**src/verilog/mtc_cfg.svh**
```systemverilog
// Constants of the multichannel timer counter core.
`ifndef MTC_CFG_SVH
`define MTC_CFG_SVH

`define MTC_CNT_W        16
`define MTC_BYTE_W       8
`define MTC_PRESCALE_SELECT_W       3
`define MTC_DIV_W        7
`define MTC_NUM_CH       4
`define MTC_NUM_IN       5
`define MTC_TIN_IDX      4
`define MTC_MODE_W       2
`define MTC_MODE_MODULO  2'b00
`define MTC_MODE_UPDOWN  2'b10
`define MTC_SRC_W        2
`define MTC_SRC_SYSCLK   2'b00
`define MTC_SRC_GATED    2'b01
`define MTC_SRC_TIN      2'b10
`define MTC_CNT_RESET    16'h0000
`define MTC_CNT_ONE      16'h0001
`define MTC_PRESCALE_SELECT_RESET   3'h0
`define MTC_DIV_RESET    7'h00
`define MTC_DIV_ONE      7'h01
`define MTC_DIV_FULL     7'h7f
`define MTC_DIV_TOP      3'h7

`endif

```
**src/verilog/mtc_pkg.sv**
```systemverilog
// Types shared by the multichannel timer counter core.
package mtc_pkg;

  typedef logic [15:0] mtc_count_t;

  typedef enum logic
  {
    MTC_DIR_UP,
    MTC_DIR_DOWN
  } mtc_dir_t;

endpackage

```
**src/verilog/mtc_input_or.sv**
```systemverilog
// Merges pin and event sources of each timer input into one registered level.
`include "mtc_cfg.svh"
`timescale 1ns/100ps
`default_nettype none

module mtc_input_or
  import mtc_pkg::*;
(
  // Clock and reset
  input  wire logic                    clock_i,
  input  wire logic                    rst_n_i,
  // Sources
  input  wire logic [`MTC_NUM_IN-1:0]  pin_i,
  input  wire logic [`MTC_NUM_IN-1:0]  event_i,
  // Merged inputs
  output logic      [`MTC_NUM_IN-1:0]  merged_o
);

  genvar g;

  generate
    for (g = 0; g < `MTC_NUM_IN; g = g + 1)
    begin : gen_in
      wire merged_d;
      // The idle source is held low outside, so the OR passes the live one.
      assign merged_d = pin_i[g] | event_i[g];
      always_ff @(posedge clock_i)
      begin
        if (!rst_n_i)
          merged_o[g] <= 1'b0;
        else
          merged_o[g] <= merged_d;
      end
    end
  endgenerate

endmodule

`default_nettype wire

```
**src/verilog/mtc_prescaler.sv**
```systemverilog
// Power-of-two prescaler of the system clock.
`include "mtc_cfg.svh"
`timescale 1ns/100ps
`default_nettype none

module mtc_prescaler
  import mtc_pkg::*;
(
  // Clock and reset
  input  wire logic                    clock_i,
  input  wire logic                    rst_n_i,
  // Control
  input  wire logic                    clear_i,
  input  wire logic                    count_i,
  input  wire logic [`MTC_PRESCALE_SELECT_W-1:0]  select_i,
  // Tick
  output logic                         tick_o
);

  logic [`MTC_DIV_W-1:0] div_q;
  logic [`MTC_DIV_W-1:0] div_d;
  wire  [`MTC_DIV_W-1:0] mask;

  // Divide by 2^select: tick when all masked low bits are ones.
  assign mask   = `MTC_DIV_FULL >> (`MTC_DIV_TOP - select_i);
  assign tick_o = count_i & ((div_q & mask) == mask);

  always_comb
  begin
    div_d = div_q;
    if (clear_i)
      div_d = `MTC_DIV_RESET;
    else if (count_i)
      div_d = div_q + `MTC_DIV_ONE;
  end

  always_ff @(posedge clock_i)
  begin
    if (!rst_n_i)
      div_q <= `MTC_DIV_RESET;
    else
      div_q <= div_d;
  end

endmodule

`default_nettype wire

```
**src/verilog/mtc_core.sv**
```systemverilog
// Counter core of the multichannel timer: clocking, prescale and count modes.
//
// Function
// - 16-bit counter steps on selected timer clock.
// - Software reads and writes count high, low bytes.
// - Each timer input ORs pin and event source.
// - Source select picks sysclk, gated, or input.
// - Prescale field divides sysclk by powers two.
// - New prescale takes effect at cycle end, or at once when disabled.
// - Direct input clock bypasses the prescaler.
// - Counts only when enabled and source active.
// - Zero reload halts counter at zero, stays enabled.
// - Nonzero reload after halt resumes counting.
// - Mode field: 00 modulo, 10 up/down.
// - Modulo counts zero to reload, then wraps.
// - Modulo raises cycle request at reload-to-zero.
// - Modulo above reload restarts from zero at once.
// - Up/down counts to reload, back to zero.
// - Up/down raises cycle request reaching zero downward.
// - Timer output drives pin and event together.
// - Cycle request issued only when enabled.
// - Disabled block freezes; registers stay accessible.
`include "mtc_cfg.svh"
`timescale 1ns/100ps
`default_nettype none

module mtc_core
  import mtc_pkg::*;
(
  // Clock and reset
  input  wire logic                    clock_i,
  input  wire logic                    rst_n_i,
  // Timer control zero
  input  wire logic [`MTC_SRC_W-1:0]   clock_source_select_i,
  input  wire logic                    cycle_interrupt_enable_i,
  // Timer control one
  input  wire logic                    counter_run_enable_i,
  input  wire logic [`MTC_PRESCALE_SELECT_W-1:0]  prescale_select_i,
  input  wire logic [`MTC_MODE_W-1:0]  count_mode_select_i,
  // Reload value
  input  wire logic [`MTC_CNT_W-1:0]   reload_value_i,
  // Count byte writes
  input  wire logic                    counter_high_byte_wr_i,
  input  wire logic                    counter_low_byte_wr_i,
  input  wire logic [`MTC_BYTE_W-1:0]  write_data_i,
  // Timer inputs from pins and event system
  input  wire logic [`MTC_NUM_CH-1:0]  channel_input_pins_i,
  input  wire logic [`MTC_NUM_CH-1:0]  channel_input_events_i,
  input  wire logic                    timer_input_pin_i,
  input  wire logic                    timer_input_event_i,
  // Merged timer inputs toward the channels
  output logic      [`MTC_NUM_CH-1:0]  channel_input_o,
  output logic                         timer_clock_gate_input_o,
  // Count state
  output logic      [`MTC_CNT_W-1:0]   count_o,
  output logic      [`MTC_BYTE_W-1:0]  counter_high_byte_o,
  output logic      [`MTC_BYTE_W-1:0]  counter_low_byte_o,
  output logic                         count_down_o,
  output logic                         halted_o,
  output logic      [`MTC_PRESCALE_SELECT_W-1:0]  prescale_active_o,
  // Cycle events
  output logic                         end_of_cycle_o,
  output logic                         cycle_irq_o,
  output logic                         timer_out_gpio_o,
  output logic                         timer_out_event_o
);

  // ----------------------------------------------------------------------
  // Declarations
  // ----------------------------------------------------------------------

  wire  [`MTC_NUM_IN-1:0] in_pin;
  wire  [`MTC_NUM_IN-1:0] in_event;
  logic [`MTC_NUM_IN-1:0] in_merged;
  wire                    timer_clock_gate_input;

  logic                   tin_prev_q;
  wire                    tin_rise;

  logic [`MTC_PRESCALE_SELECT_W-1:0] prescale_select_act_q;
  logic [`MTC_PRESCALE_SELECT_W-1:0] prescale_select_act_d;
  logic                   prescale_select_tick;
  wire                    prescale_select_count;
  wire                    prescale_select_clear;

  wire                    src_sys;
  wire                    src_gated;
  wire                    src_tin;
  wire                    src_active;
  wire                    step;

  wire                    mode_modulo;
  wire                    mode_updown;
  wire                    at_zero;
  wire                    at_one;
  wire                    at_reload;
  wire                    above_reload;
  wire                    reload_zero;
  wire                    halt;
  wire                    any_wr;

  mtc_count_t             cnt_q;
  mtc_count_t             cnt_d;
  mtc_dir_t               dir_q;
  mtc_dir_t               dir_d;
  logic                   eoc_d;
  logic                   eoc_q;
  logic                   irq_q;
  logic                   halt_q;
  wire                    irq_d;
  wire                    halt_d;

  // ----------------------------------------------------------------------
  // Timer inputs
  // ----------------------------------------------------------------------

  assign in_pin   = {timer_input_pin_i, channel_input_pins_i};
  assign in_event = {timer_input_event_i, channel_input_events_i};

  mtc_input_or u_input_or
  (
    .clock_i  (clock_i),
    .rst_n_i  (rst_n_i),
    .pin_i    (in_pin),
    .event_i  (in_event),
    .merged_o (in_merged)
  );

  assign timer_clock_gate_input = in_merged[`MTC_TIN_IDX];

  // The input is sampled on the system clock; a rate of at most a quarter
  // of it guarantees that every high and low phase is seen.
  assign tin_rise = timer_clock_gate_input & ~tin_prev_q;

  // ----------------------------------------------------------------------
  // Clock source and prescaler
  // ----------------------------------------------------------------------

  assign src_sys    = (clock_source_select_i == `MTC_SRC_SYSCLK);
  assign src_gated  = (clock_source_select_i == `MTC_SRC_GATED);
  assign src_tin    = (clock_source_select_i == `MTC_SRC_TIN);

  // Gated source runs the prescaler only while the timer input is high.
  assign src_active = src_sys | (src_gated & timer_clock_gate_input);
  assign prescale_select_count = counter_run_enable_i & src_active;
  // A stopped block restarts the prescaler from a clean phase.
  assign prescale_select_clear = ~counter_run_enable_i;

  mtc_prescaler u_prescaler
  (
    .clock_i  (clock_i),
    .rst_n_i  (rst_n_i),
    .clear_i  (prescale_select_clear),
    .count_i  (prescale_select_count),
    .select_i (prescale_select_act_q),
    .tick_o   (prescale_select_tick)
  );

  // The direct input clock does not go through the prescaler.
  assign step = counter_run_enable_i & (src_tin ? tin_rise : prescale_select_tick);

  // ----------------------------------------------------------------------
  // Count decode
  // ----------------------------------------------------------------------

  assign mode_modulo  = (count_mode_select_i == `MTC_MODE_MODULO);
  assign mode_updown  = (count_mode_select_i == `MTC_MODE_UPDOWN);
  assign at_zero      = (cnt_q == `MTC_CNT_RESET);
  assign at_one       = (cnt_q == `MTC_CNT_ONE);
  assign at_reload    = (cnt_q == reload_value_i);
  assign above_reload = (cnt_q > reload_value_i);
  assign reload_zero  = (reload_value_i == `MTC_CNT_RESET);
  // Halt is a level, so any nonzero reload lifts it on the next step.
  assign halt         = reload_zero & at_zero;
  assign any_wr       = counter_high_byte_wr_i | counter_low_byte_wr_i;

  // ----------------------------------------------------------------------
  // Counter next state
  // ----------------------------------------------------------------------

  always_comb
  begin
    cnt_d = cnt_q;
    dir_d = dir_q;
    eoc_d = 1'b0;
    if (any_wr)
    begin
      // Byte writes land at the next edge and counting goes on from there.
      if (counter_high_byte_wr_i)
        cnt_d[15:8] = write_data_i;
      if (counter_low_byte_wr_i)
        cnt_d[7:0] = write_data_i;
    end
    else if (!counter_run_enable_i)
    begin
      cnt_d = cnt_q;
    end
    else if (mode_modulo)
    begin
      dir_d = MTC_DIR_UP;
      if (above_reload)
        cnt_d = `MTC_CNT_RESET;
      else if (step && !halt)
      begin
        if (at_reload)
        begin
          cnt_d = `MTC_CNT_RESET;
          eoc_d = 1'b1;
        end
        else
          cnt_d = cnt_q + `MTC_CNT_ONE;
      end
    end
    else if (mode_updown)
    begin
      if (step && !halt)
      begin
        case (dir_q)
          MTC_DIR_UP:
          begin
            if (at_reload || above_reload)
            begin
              dir_d = MTC_DIR_DOWN;
              cnt_d = cnt_q - `MTC_CNT_ONE;
              if (at_one)
              begin
                dir_d = MTC_DIR_UP;
                eoc_d = 1'b1;
              end
            end
            else
              cnt_d = cnt_q + `MTC_CNT_ONE;
          end
          MTC_DIR_DOWN:
          begin
            if (at_zero)
              dir_d = MTC_DIR_UP;
            else
            begin
              cnt_d = cnt_q - `MTC_CNT_ONE;
              if (at_one)
              begin
                dir_d = MTC_DIR_UP;
                eoc_d = 1'b1;
              end
            end
          end
          default:
          begin
            dir_d = MTC_DIR_UP;
          end
        endcase
      end
    end
    else
    begin
      // Reserved codes freeze the count rather than guess at a mode.
      cnt_d = cnt_q;
    end
  end

  // ----------------------------------------------------------------------
  // Prescale buffer
  // ----------------------------------------------------------------------

  // A disabled block has no cycle to finish, so it takes the value at once.
  always_comb
  begin
    prescale_select_act_d = prescale_select_act_q;
    if (eoc_d || !counter_run_enable_i)
      prescale_select_act_d = prescale_select_i;
  end

  // ----------------------------------------------------------------------
  // Registers
  // ----------------------------------------------------------------------

  // The request shares its flop timing with the cycle end, so both stand together.
  assign irq_d  = eoc_d & cycle_interrupt_enable_i;
  assign halt_d = halt & counter_run_enable_i;

  always_ff @(posedge clock_i)
  begin
    if (!rst_n_i)
    begin
      cnt_q <= `MTC_CNT_RESET;
      dir_q <= MTC_DIR_UP;
    end
    else
    begin
      cnt_q <= cnt_d;
      dir_q <= dir_d;
    end
  end

  always_ff @(posedge clock_i)
  begin
    if (!rst_n_i)
    begin
      eoc_q  <= 1'b0;
      irq_q  <= 1'b0;
      halt_q <= 1'b0;
    end
    else
    begin
      eoc_q  <= eoc_d;
      irq_q  <= irq_d;
      halt_q <= halt_d;
    end
  end

  always_ff @(posedge clock_i)
  begin
    if (!rst_n_i)
    begin
      tin_prev_q <= 1'b0;
      prescale_select_act_q <= `MTC_PRESCALE_SELECT_RESET;
    end
    else
    begin
      tin_prev_q <= timer_clock_gate_input;
      prescale_select_act_q <= prescale_select_act_d;
    end
  end

  // ----------------------------------------------------------------------
  // Outputs
  // ----------------------------------------------------------------------

  assign count_o                  = cnt_q;
  assign counter_high_byte_o      = cnt_q[15:8];
  assign counter_low_byte_o       = cnt_q[7:0];
  assign count_down_o             = (dir_q == MTC_DIR_DOWN);
  assign halted_o                 = halt_q;
  assign prescale_active_o        = prescale_select_act_q;
  assign end_of_cycle_o           = eoc_q;
  assign cycle_irq_o              = irq_q;
  // Both consumers see the same flop, so they may be used together.
  assign timer_out_gpio_o         = eoc_q;
  assign timer_out_event_o        = eoc_q;
  assign channel_input_o          = in_merged[`MTC_NUM_CH-1:0];
  assign timer_clock_gate_input_o = timer_clock_gate_input;

endmodule

`default_nettype wire

```
**config.mk**
```make
export PLATFORM = sky130hd
export DESIGN_NAME = mtc_core
export DESIGN_NICKNAME = d
export VERILOG_FILES = /design/src/verilog/mtc_pkg.sv /design/src/verilog/mtc_input_or.sv /design/src/verilog/mtc_prescaler.sv /design/src/verilog/mtc_core.sv
export VERILOG_INCLUDE_DIRS = /design/src /design/src/verilog
export SDC_FILE = /design/constraint.sdc
export NUM_CORES = 1
export LEC_CHECK = 0
export BUFFER_PORTS_ARGS = -buffer_cell sky130_fd_sc_hd__buf_2
export CORE_MARGIN = 10
export CORE_UTILIZATION = 30
export CTS_BUF_LIST = sky130_fd_sc_hd__clkbuf_4 sky130_fd_sc_hd__clkbuf_8
export DETAILED_ROUTE_END_ITERATION = 7
export GPL_TIMING_DRIVEN = 0
export SLEW_MARGIN = 20
export SYNTH_ARGS = -nofsm -noshare
export SYNTH_HDL_FRONTEND = slang
export SYNTH_SLANG_ARGS = --single-unit
```
**constraint.sdc**
```tcl
create_clock -name clock_i -period 2.5 [get_ports clock_i]
set_input_delay 0 -clock clock_i [delete_from_list [all_inputs] [get_ports clock_i]]
set_output_delay 0 -clock clock_i [all_outputs]
set_load 0.03 [all_outputs]
```
==> results of run 1 <==
path summary, 6_finish.rpt:
path / to / cells after the start
worst max-delay path: count_o[5] / 11
worst min-delay path: count_o[0] / 3
worst max register to register: count_o[5] / 11
worst min register to register: tin_prev_q / 1
worst max-delay path, delay by kind of cell, from the launching register on:
| kind | cells | cell delay [ns] |
|---|---|---|
| buffers and inverters | 3 | 0.42 |
| adders and majority gates | 1 | 0.26 |
| DFF | 1 | 0.37 |
| AOI/OAI and AO/OA | 4 | 0.81 |
| and+or+nand+nor | 3 | 0.68 |
synthesized netlist by cell type, types with 7 or more instances:
master     n
clkbuf_1   7
a221oi_1   9
nand3_1   12
inv_1     23
and3_1     7
a21oi_1   23
nor3_1    12
nand2_1   40
o21ai_0   17
nand4_1    9
nor2_1    53
xor2_1     9
buf_4     21
ha_1      21
dfxtp_1   36
nand2b_1   7
power by group:
part | leakage (µW) | switching, µW | internal [µW] | total, µW
logic | 0.00173 | 446 | 337 | 784
clock network | 0.0000585 | 245 | 297 | 541
registers | 0.000304 | 52.2 | 603 | 656
layout make-up:
cell class / instances / area [µm²] / area share [%]
inverters: 24 / 90.1 / 1.97
clock buffers: 5 / 68.8 / 1.50
multi-input cells: 311 / 2320 / 50.7
flip-flops and latches: 36 / 762 / 16.6
plain buffers: 35 / 270 / 5.90
clock inverters: 3 / 41.3 / 0.901
well taps: 136 / 170 / 3.71
repair buffers: 135 / 858 / 18.7
cell usage in the layout (no fill, tap or decap), types with 5 or more instances in the layout:
cell type | synthesis | routed
a21oi_1 | 23 | 16
xor2_1 | 9 | 9
nor3_1 | 12 | 10
buf_4 | 21 | 45
nand3_2 | 0 | 5
buf_2 | 3 | 92
a221oi_1 | 9 | 8
dfxtp_4 | 0 | 9
ha_1 | 21 | 13
a31o_2 | 5 | 5
nand3_1 | 12 | 7
inv_1 | 23 | 23
nand2_1 | 40 | 38
clkbuf_8 | 0 | 5
ha_4 | 0 | 8
clkbuf_1 | 7 | 5
xnor2_1 | 6 | 6
and3_1 | 7 | 5
dfxtp_1 | 36 | 21
nor2_1 | 53 | 52
or3_1 | 6 | 5
a21oi_2 | 0 | 7
dlygate4sd3_1 | 0 | 14
buf_6 | 6 | 11
nand4_1 | 9 | 9
dfxtp_2 | 0 | 6
o21ai_0 | 17 | 15
nand2b_1 | 7 | 7
nor2b_1 | 6 | 6
flip-flops by register name, indices dropped and copies added, names as in the netlist:
register,flops
cycle_irq_o,1
halted_o,1
count_o,16
end_of_cycle_o,1
u_prescaler.div_q,7
count_down_o,1
u_input_or.merged_o,5
tin_prev_q,1
prescale_active_o,3
kinds of logic (layout without fill, tap and decap cells):
kind of cell             count (synthesis)  count (layout)  share of synthesized area, %
buffers and inverters                   61             202                          11.3
adder cells (fa/ha/maj)                 21              21                          8.35
AO/OA/AOI/OAI                           90              90                          20.9
AND/OR/NAND/NOR                        183             183                          31.7
flip-flops                              36              36                          22.9
multiplexers                             2               2                         0.636
XOR/XNOR                                15              15                          4.17
metrics by stage:
step	total power [µW]	setup WS (ns)
final	1980	-0.154
after global placement	1310	-0.416
after floorplan	1120	-0.00563
after global routing	2070	-0.280
after CTS	1960	-0.205
after detailed placement	1320	-0.467
per-layer routing:
layer | wire length, µm | track usage, % | share of wire (%) | up-vias
met2 | 5920 | 26.5 | 50 | 119
met5 | 0 | 0 | 0 | -
met4 | 142 | 4.64 | 1.2 | 0
li1 | - | - | - | 1730
met3 | 720 | 2.39 | 6.1 | 12
met1 | 5080 | 19.1 | 43 | 1694
timing repair:
| item | CTS | global route |
|---|---|---|
| gates resized for setup | 31 | 21 |
| hold buffers | 14 | 0 |
| pin swaps | 27 | 20 |
| gates cloned | 1 | 0 |
| endpoints found under the hold margin | 9 | 0 |
| endpoints found under the setup margin | 19 | 22 |
| setup buffers | 26 | 2 |
==> flow_summary.json, run 1 <==
{
  "htree_levels": 2,
  "drc": 0,
  "fin_hold_ws_ns": 0.0109,
  "cts_tree": "yes",
  "dr.pass1.iters": 5,
  "clock-sinks": 36,
  "boundaryPins": 93,
  "finalCritPeriodShare_pct": 106,
  "wire_per_inst_um": 17.3,
  "num_antenna_cells": 0,
  "hold_viol": 0,
  "synth.distinct_cells": 65,
  "ys_seq_elements": 36,
  "antenna_found_initial": 0,
  "path_clk_slew_ns": 0.08,
  "critPathSlowestCell": "dfxtp_4",
  "max_stage_delay_ns": 0.37,
  "dp_hpwl_um": 8630,
  "required_ns": 2.69,
  "syn_inst": 408,
  "drt-initial-drc-count": 350,
  "num_rows": 37,
  "min-delay-start": "write_data_i[0]",
  "grt_pass1_vias": 3500,
  "peakVddDrop_mv": 0.184,
  "failed_checks": "negative setup slack",
  "place_congestion": 0.884,
  "max_freq_mhz": 377,
  "yosysSeqAreaShare_pct": 22.9,
  "drive_gt1_share_pct": 44.3,
  "hold_path_class": "input port to flop",
  "synthesis.nets": 476,
  "yosysTopAreaCellShare_pct": 22.9,
  "via_count": 3555,
  "worstMarginPinSlew_ns": 0.688,
  "status": "finished with violations",
  "grt_max_degree": 13,
  "setup_violations": 19,
  "r2r_setup_slack_ns": -0.15,
  "yosys_warnings": 0,
  "die-area_um2": 15000,
  "start_util_pct": 30.6,
  "final.setup.worst_slack_ns": -0.154,
  "clk_latency_ns": 0.29,
  "cts-root-buf": "clkbuf_8",
  "min_period_ns": 2.65,
  "synth_edf_count": 0,
  "drtAntennaViolNets": 0,
  "setup_tns_ns": -1.83,
  "cp_max_fo": 6,
  "vias_per_cell": 5.19,
  "maxSlewHeadroom_pct": 54.1,
  "synthFlopType": "dfxtp_1",
  "leakage_uw": 0.00210,
  "rsz0062_at_grt": "yes",
  "drt-total-wl_um": 11900,
  "cp-start-kind": "flop",
  "timing.rr.start": "count_o[8]",
  "syn-cell-area_um2": 3150,
  "final_area_um2": 4580,
  "synth.area.top_cells": "dfxtp_1 (23%), ha_1 (8.3%), nor2_1 (6.3%), buf_4 (5.0%), nand2_1 (4.8%)",
  "io_buffer_count": 92,
  "finalNetCount": 616,
  "worstSetupPathType": "flop to flop",
  "clock-skew-final_ns": 0.00373,
  "syn_to_final_growth_pct": 45.6,
  "arrival_ns": 2.84,
  "cts_buffer_depth": 2,
  "fill_cells": 1060,
  "placed_area_um2": 3880,
  "grt_remaining_overflow": 0,
  "synthArstFlopShare_pct": 0,
  "path_cells": "buf_12, ha_4, nand4_1, nor4_4, o21ai_2, and3_4, o31ai_4, a21oi_4, buf_6, buf_4, a32o_1",
  "final_util_pct": 44.6,
  "final_cells": 685,
  "finalMaxSlewViolations": 0,
  "track_usage_pct": 15.3,
  "p_per_area_nw_per_um2": 432,
  "dpl.cell_count": 636,
  "die_h_um": 122,
  "setup.worst_path.end_class": "flop",
  "synth_area_per_cell_um2": 7.72,
  "grt_pass1_wl_um": 18300,
  "numCtsBuffers": 5,
  "yosysTopAreaCell": "dfxtp_1",
  "die_w_um": 122,
  "maxCapViolCount": 0,
  "coreArea_um2": 10300,
  "startpoint": "count_o[8]"
}
Note: power is estimated with default switching activity, not from simulation.
==> run 2: changes to the inputs <==
REMOVE_ABC_BUFFERS = 1   (was not set)
SKIP_LAST_GASP = 1   (was not set)
==> flow_summary.json, run 2 (same netlist as run 1, synthesis figures left out) <==
{
  "status": "finished with violations",
  "failed_checks": "negative setup slack",
  "grt_pass1_wl_um": 17500,
  "finalNetCount": 601,
  "drt-total-wl_um": 11600,
  "via_count": 3569,
  "num_rows": 37,
  "grt_max_degree": 21,
  "die_h_um": 122,
  "setup_violations": 16,
  "hold_path_class": "input port to flop",
  "combinationalPowerShare_pct": 41.2,
  "die-area_um2": 15000,
  "rsz0062_at_grt": "yes",
  "required_ns": 2.71,
  "boundaryPins": 93,
  "vias_per_cell": 5.31,
  "leakage_uw": 0.00202,
  "antenna_found_initial": 2,
  "dp_hpwl_um": 7760,
  "coreArea_um2": 10300,
  "cts_buffer_depth": 2,
  "min_period_ns": 2.69,
  "drtAntennaViolNets": 0,
  "max_freq_mhz": 372,
  "power_frac_seq_pct": 35.4,
  "start_util_pct": 30.6,
  "clock-sinks": 36,
  "setup_tns_ns": -1.49,
  "largest_register_ffs": 16,
  "finalCritPeriodShare_pct": 108,
  "syn_to_final_growth_pct": 43.3,
  "startpoint": "count_o[9]",
  "maxSlewHeadroom_pct": 31.2,
  "worstSetupPathType": "flop to flop",
  "worstMarginPinSlew_ns": 1.03,
  "clock-skew-final_ns": 0.00846,
  "min-delay-start": "write_data_i[5]",
  "clk_latency_ns": 0.30,
  "place_congestion": 0.869,
  "arrival_ns": 2.90,
  "drive_gt1_share_pct": 42.9,
  "cp-start-kind": "flop",
  "cts-root-buf": "clkbuf_8",
  "numCtsBuffers": 5,
  "setup.worst_path.end_class": "flop",
  "intPower_uw": 1130,
  "maxCapViolCount": 0,
  "io_buffer_count": 92,
  "die_w_um": 122,
  "path_clk_slew_ns": 0.09,
  "p_per_area_nw_per_um2": 415,
  "drt-initial-drc-count": 231,
  "final.setup.worst_slack_ns": -0.189,
  "wire_per_inst_um": 17.3,
  "mostFrequentLayoutCell": "buf_2",
  "drc": 0,
  "preCtsSetupSlack_ns": -0.540,
  "dr.pass1.iters": 5,
  "cts_tree": "yes",
  "cp_max_fo": 8,
  "hold_viol": 0,
  "finalMaxSlewViolations": 0,
  "peakVddDrop_mv": 0.209,
  "power.share.clock_pct": 23.4,
  "track_usage_pct": 14.3,
  "switchingPower_uw": 743,
  "grt_remaining_overflow": 0,
  "final_cell_mix": "buf_2 (92), nor2_1 (52), nand2_1 (39)",
  "grt_pass1_vias": 3479,
  "switching_share_pct": 39.7,
  "htree_levels": 2,
  "fin_hold_ws_ns": 0.0430,
  "timing.rr.start": "count_o[9]"
}
[run 2: power groups by stage]
stage | logic [µW] | registers, µW | clock network [µW]
finish | 770 | 663 | 438
detailed placement | 556 | 685 | 0
floorplan | 289 | 759 | 0
global route | 832 | 669 | 472
global placement | 547 | 683 | 0
CTS | 658 | 664 | 446
[run 2: layout make-up]
| type | count | area, µm² |
|---|---|---|
| antenna | 2 | 5.00 |
| clock buffer | 5 | 68.8 |
| clock inverter | 3 | 18.8 |
| fill | 1029 | 5770 |
| inverter | 24 | 93.8 |
| multi-input combinational | 313 | 2370 |
| sequential | 36 | 773 |
| tap | 136 | 170 |
| timing repair buffer | 153 | 1010 |
[run 2: critical path, stage by stage, from the launching register on]
cell,delay (ns)
dfxtp_4,0.39
ha_4,0.28
nand4_1,0.16
nor4_4,0.36
o21ai_2,0.10
and3_4,0.21
o31ai_4,0.25
buf_4,0.17
a21oi_4,0.07
buf_6,0.15
or3_1,0.34
a21oi_1,0.12
[run 2: repair_timing]
action                                  in CTS  in global routing
hold buffers                                15                  0
resized for setup                           42                 45
pin swaps                                   22                 25
endpoints found under the setup margin      21                 19
endpoints found under the hold margin       10                  0
buffers inserted                            25                 22
cloned                                       1                  1
[run 2: layer usage]
layer  global-route usage [%]  routed length (µm)  vias to the layer above
li1                         -                   -                     1712
met1                     16.1                4550                     1691
met2                     25.8                5890                      145
met3                     3.90                 931                       21
met4                     4.42                 221                        0
met5                        0                   0                        -
[run 2: stage by stage]
stage               utilization [%]  cell area, µm²  std cells  total power, µW
floorplan                         -            2880        371             1050
global placement               34.2            3510        599             1230
detailed placement             34.2            3510        599             1240
CTS                            39.9            4110        648             1770
global route                   43.8            4510        670             1970
finish                         43.9            4510        672             1870
[run 2: final timing paths]
path	to	slack (ns)	depth (start not counted)
worst min-delay path	count_o[13]	0.04	3
worst max-delay path	count_o[10]	-0.19	11
worst max register to register	count_o[10]	-0.19	11
worst min register to register	tin_prev_q	0.50	1
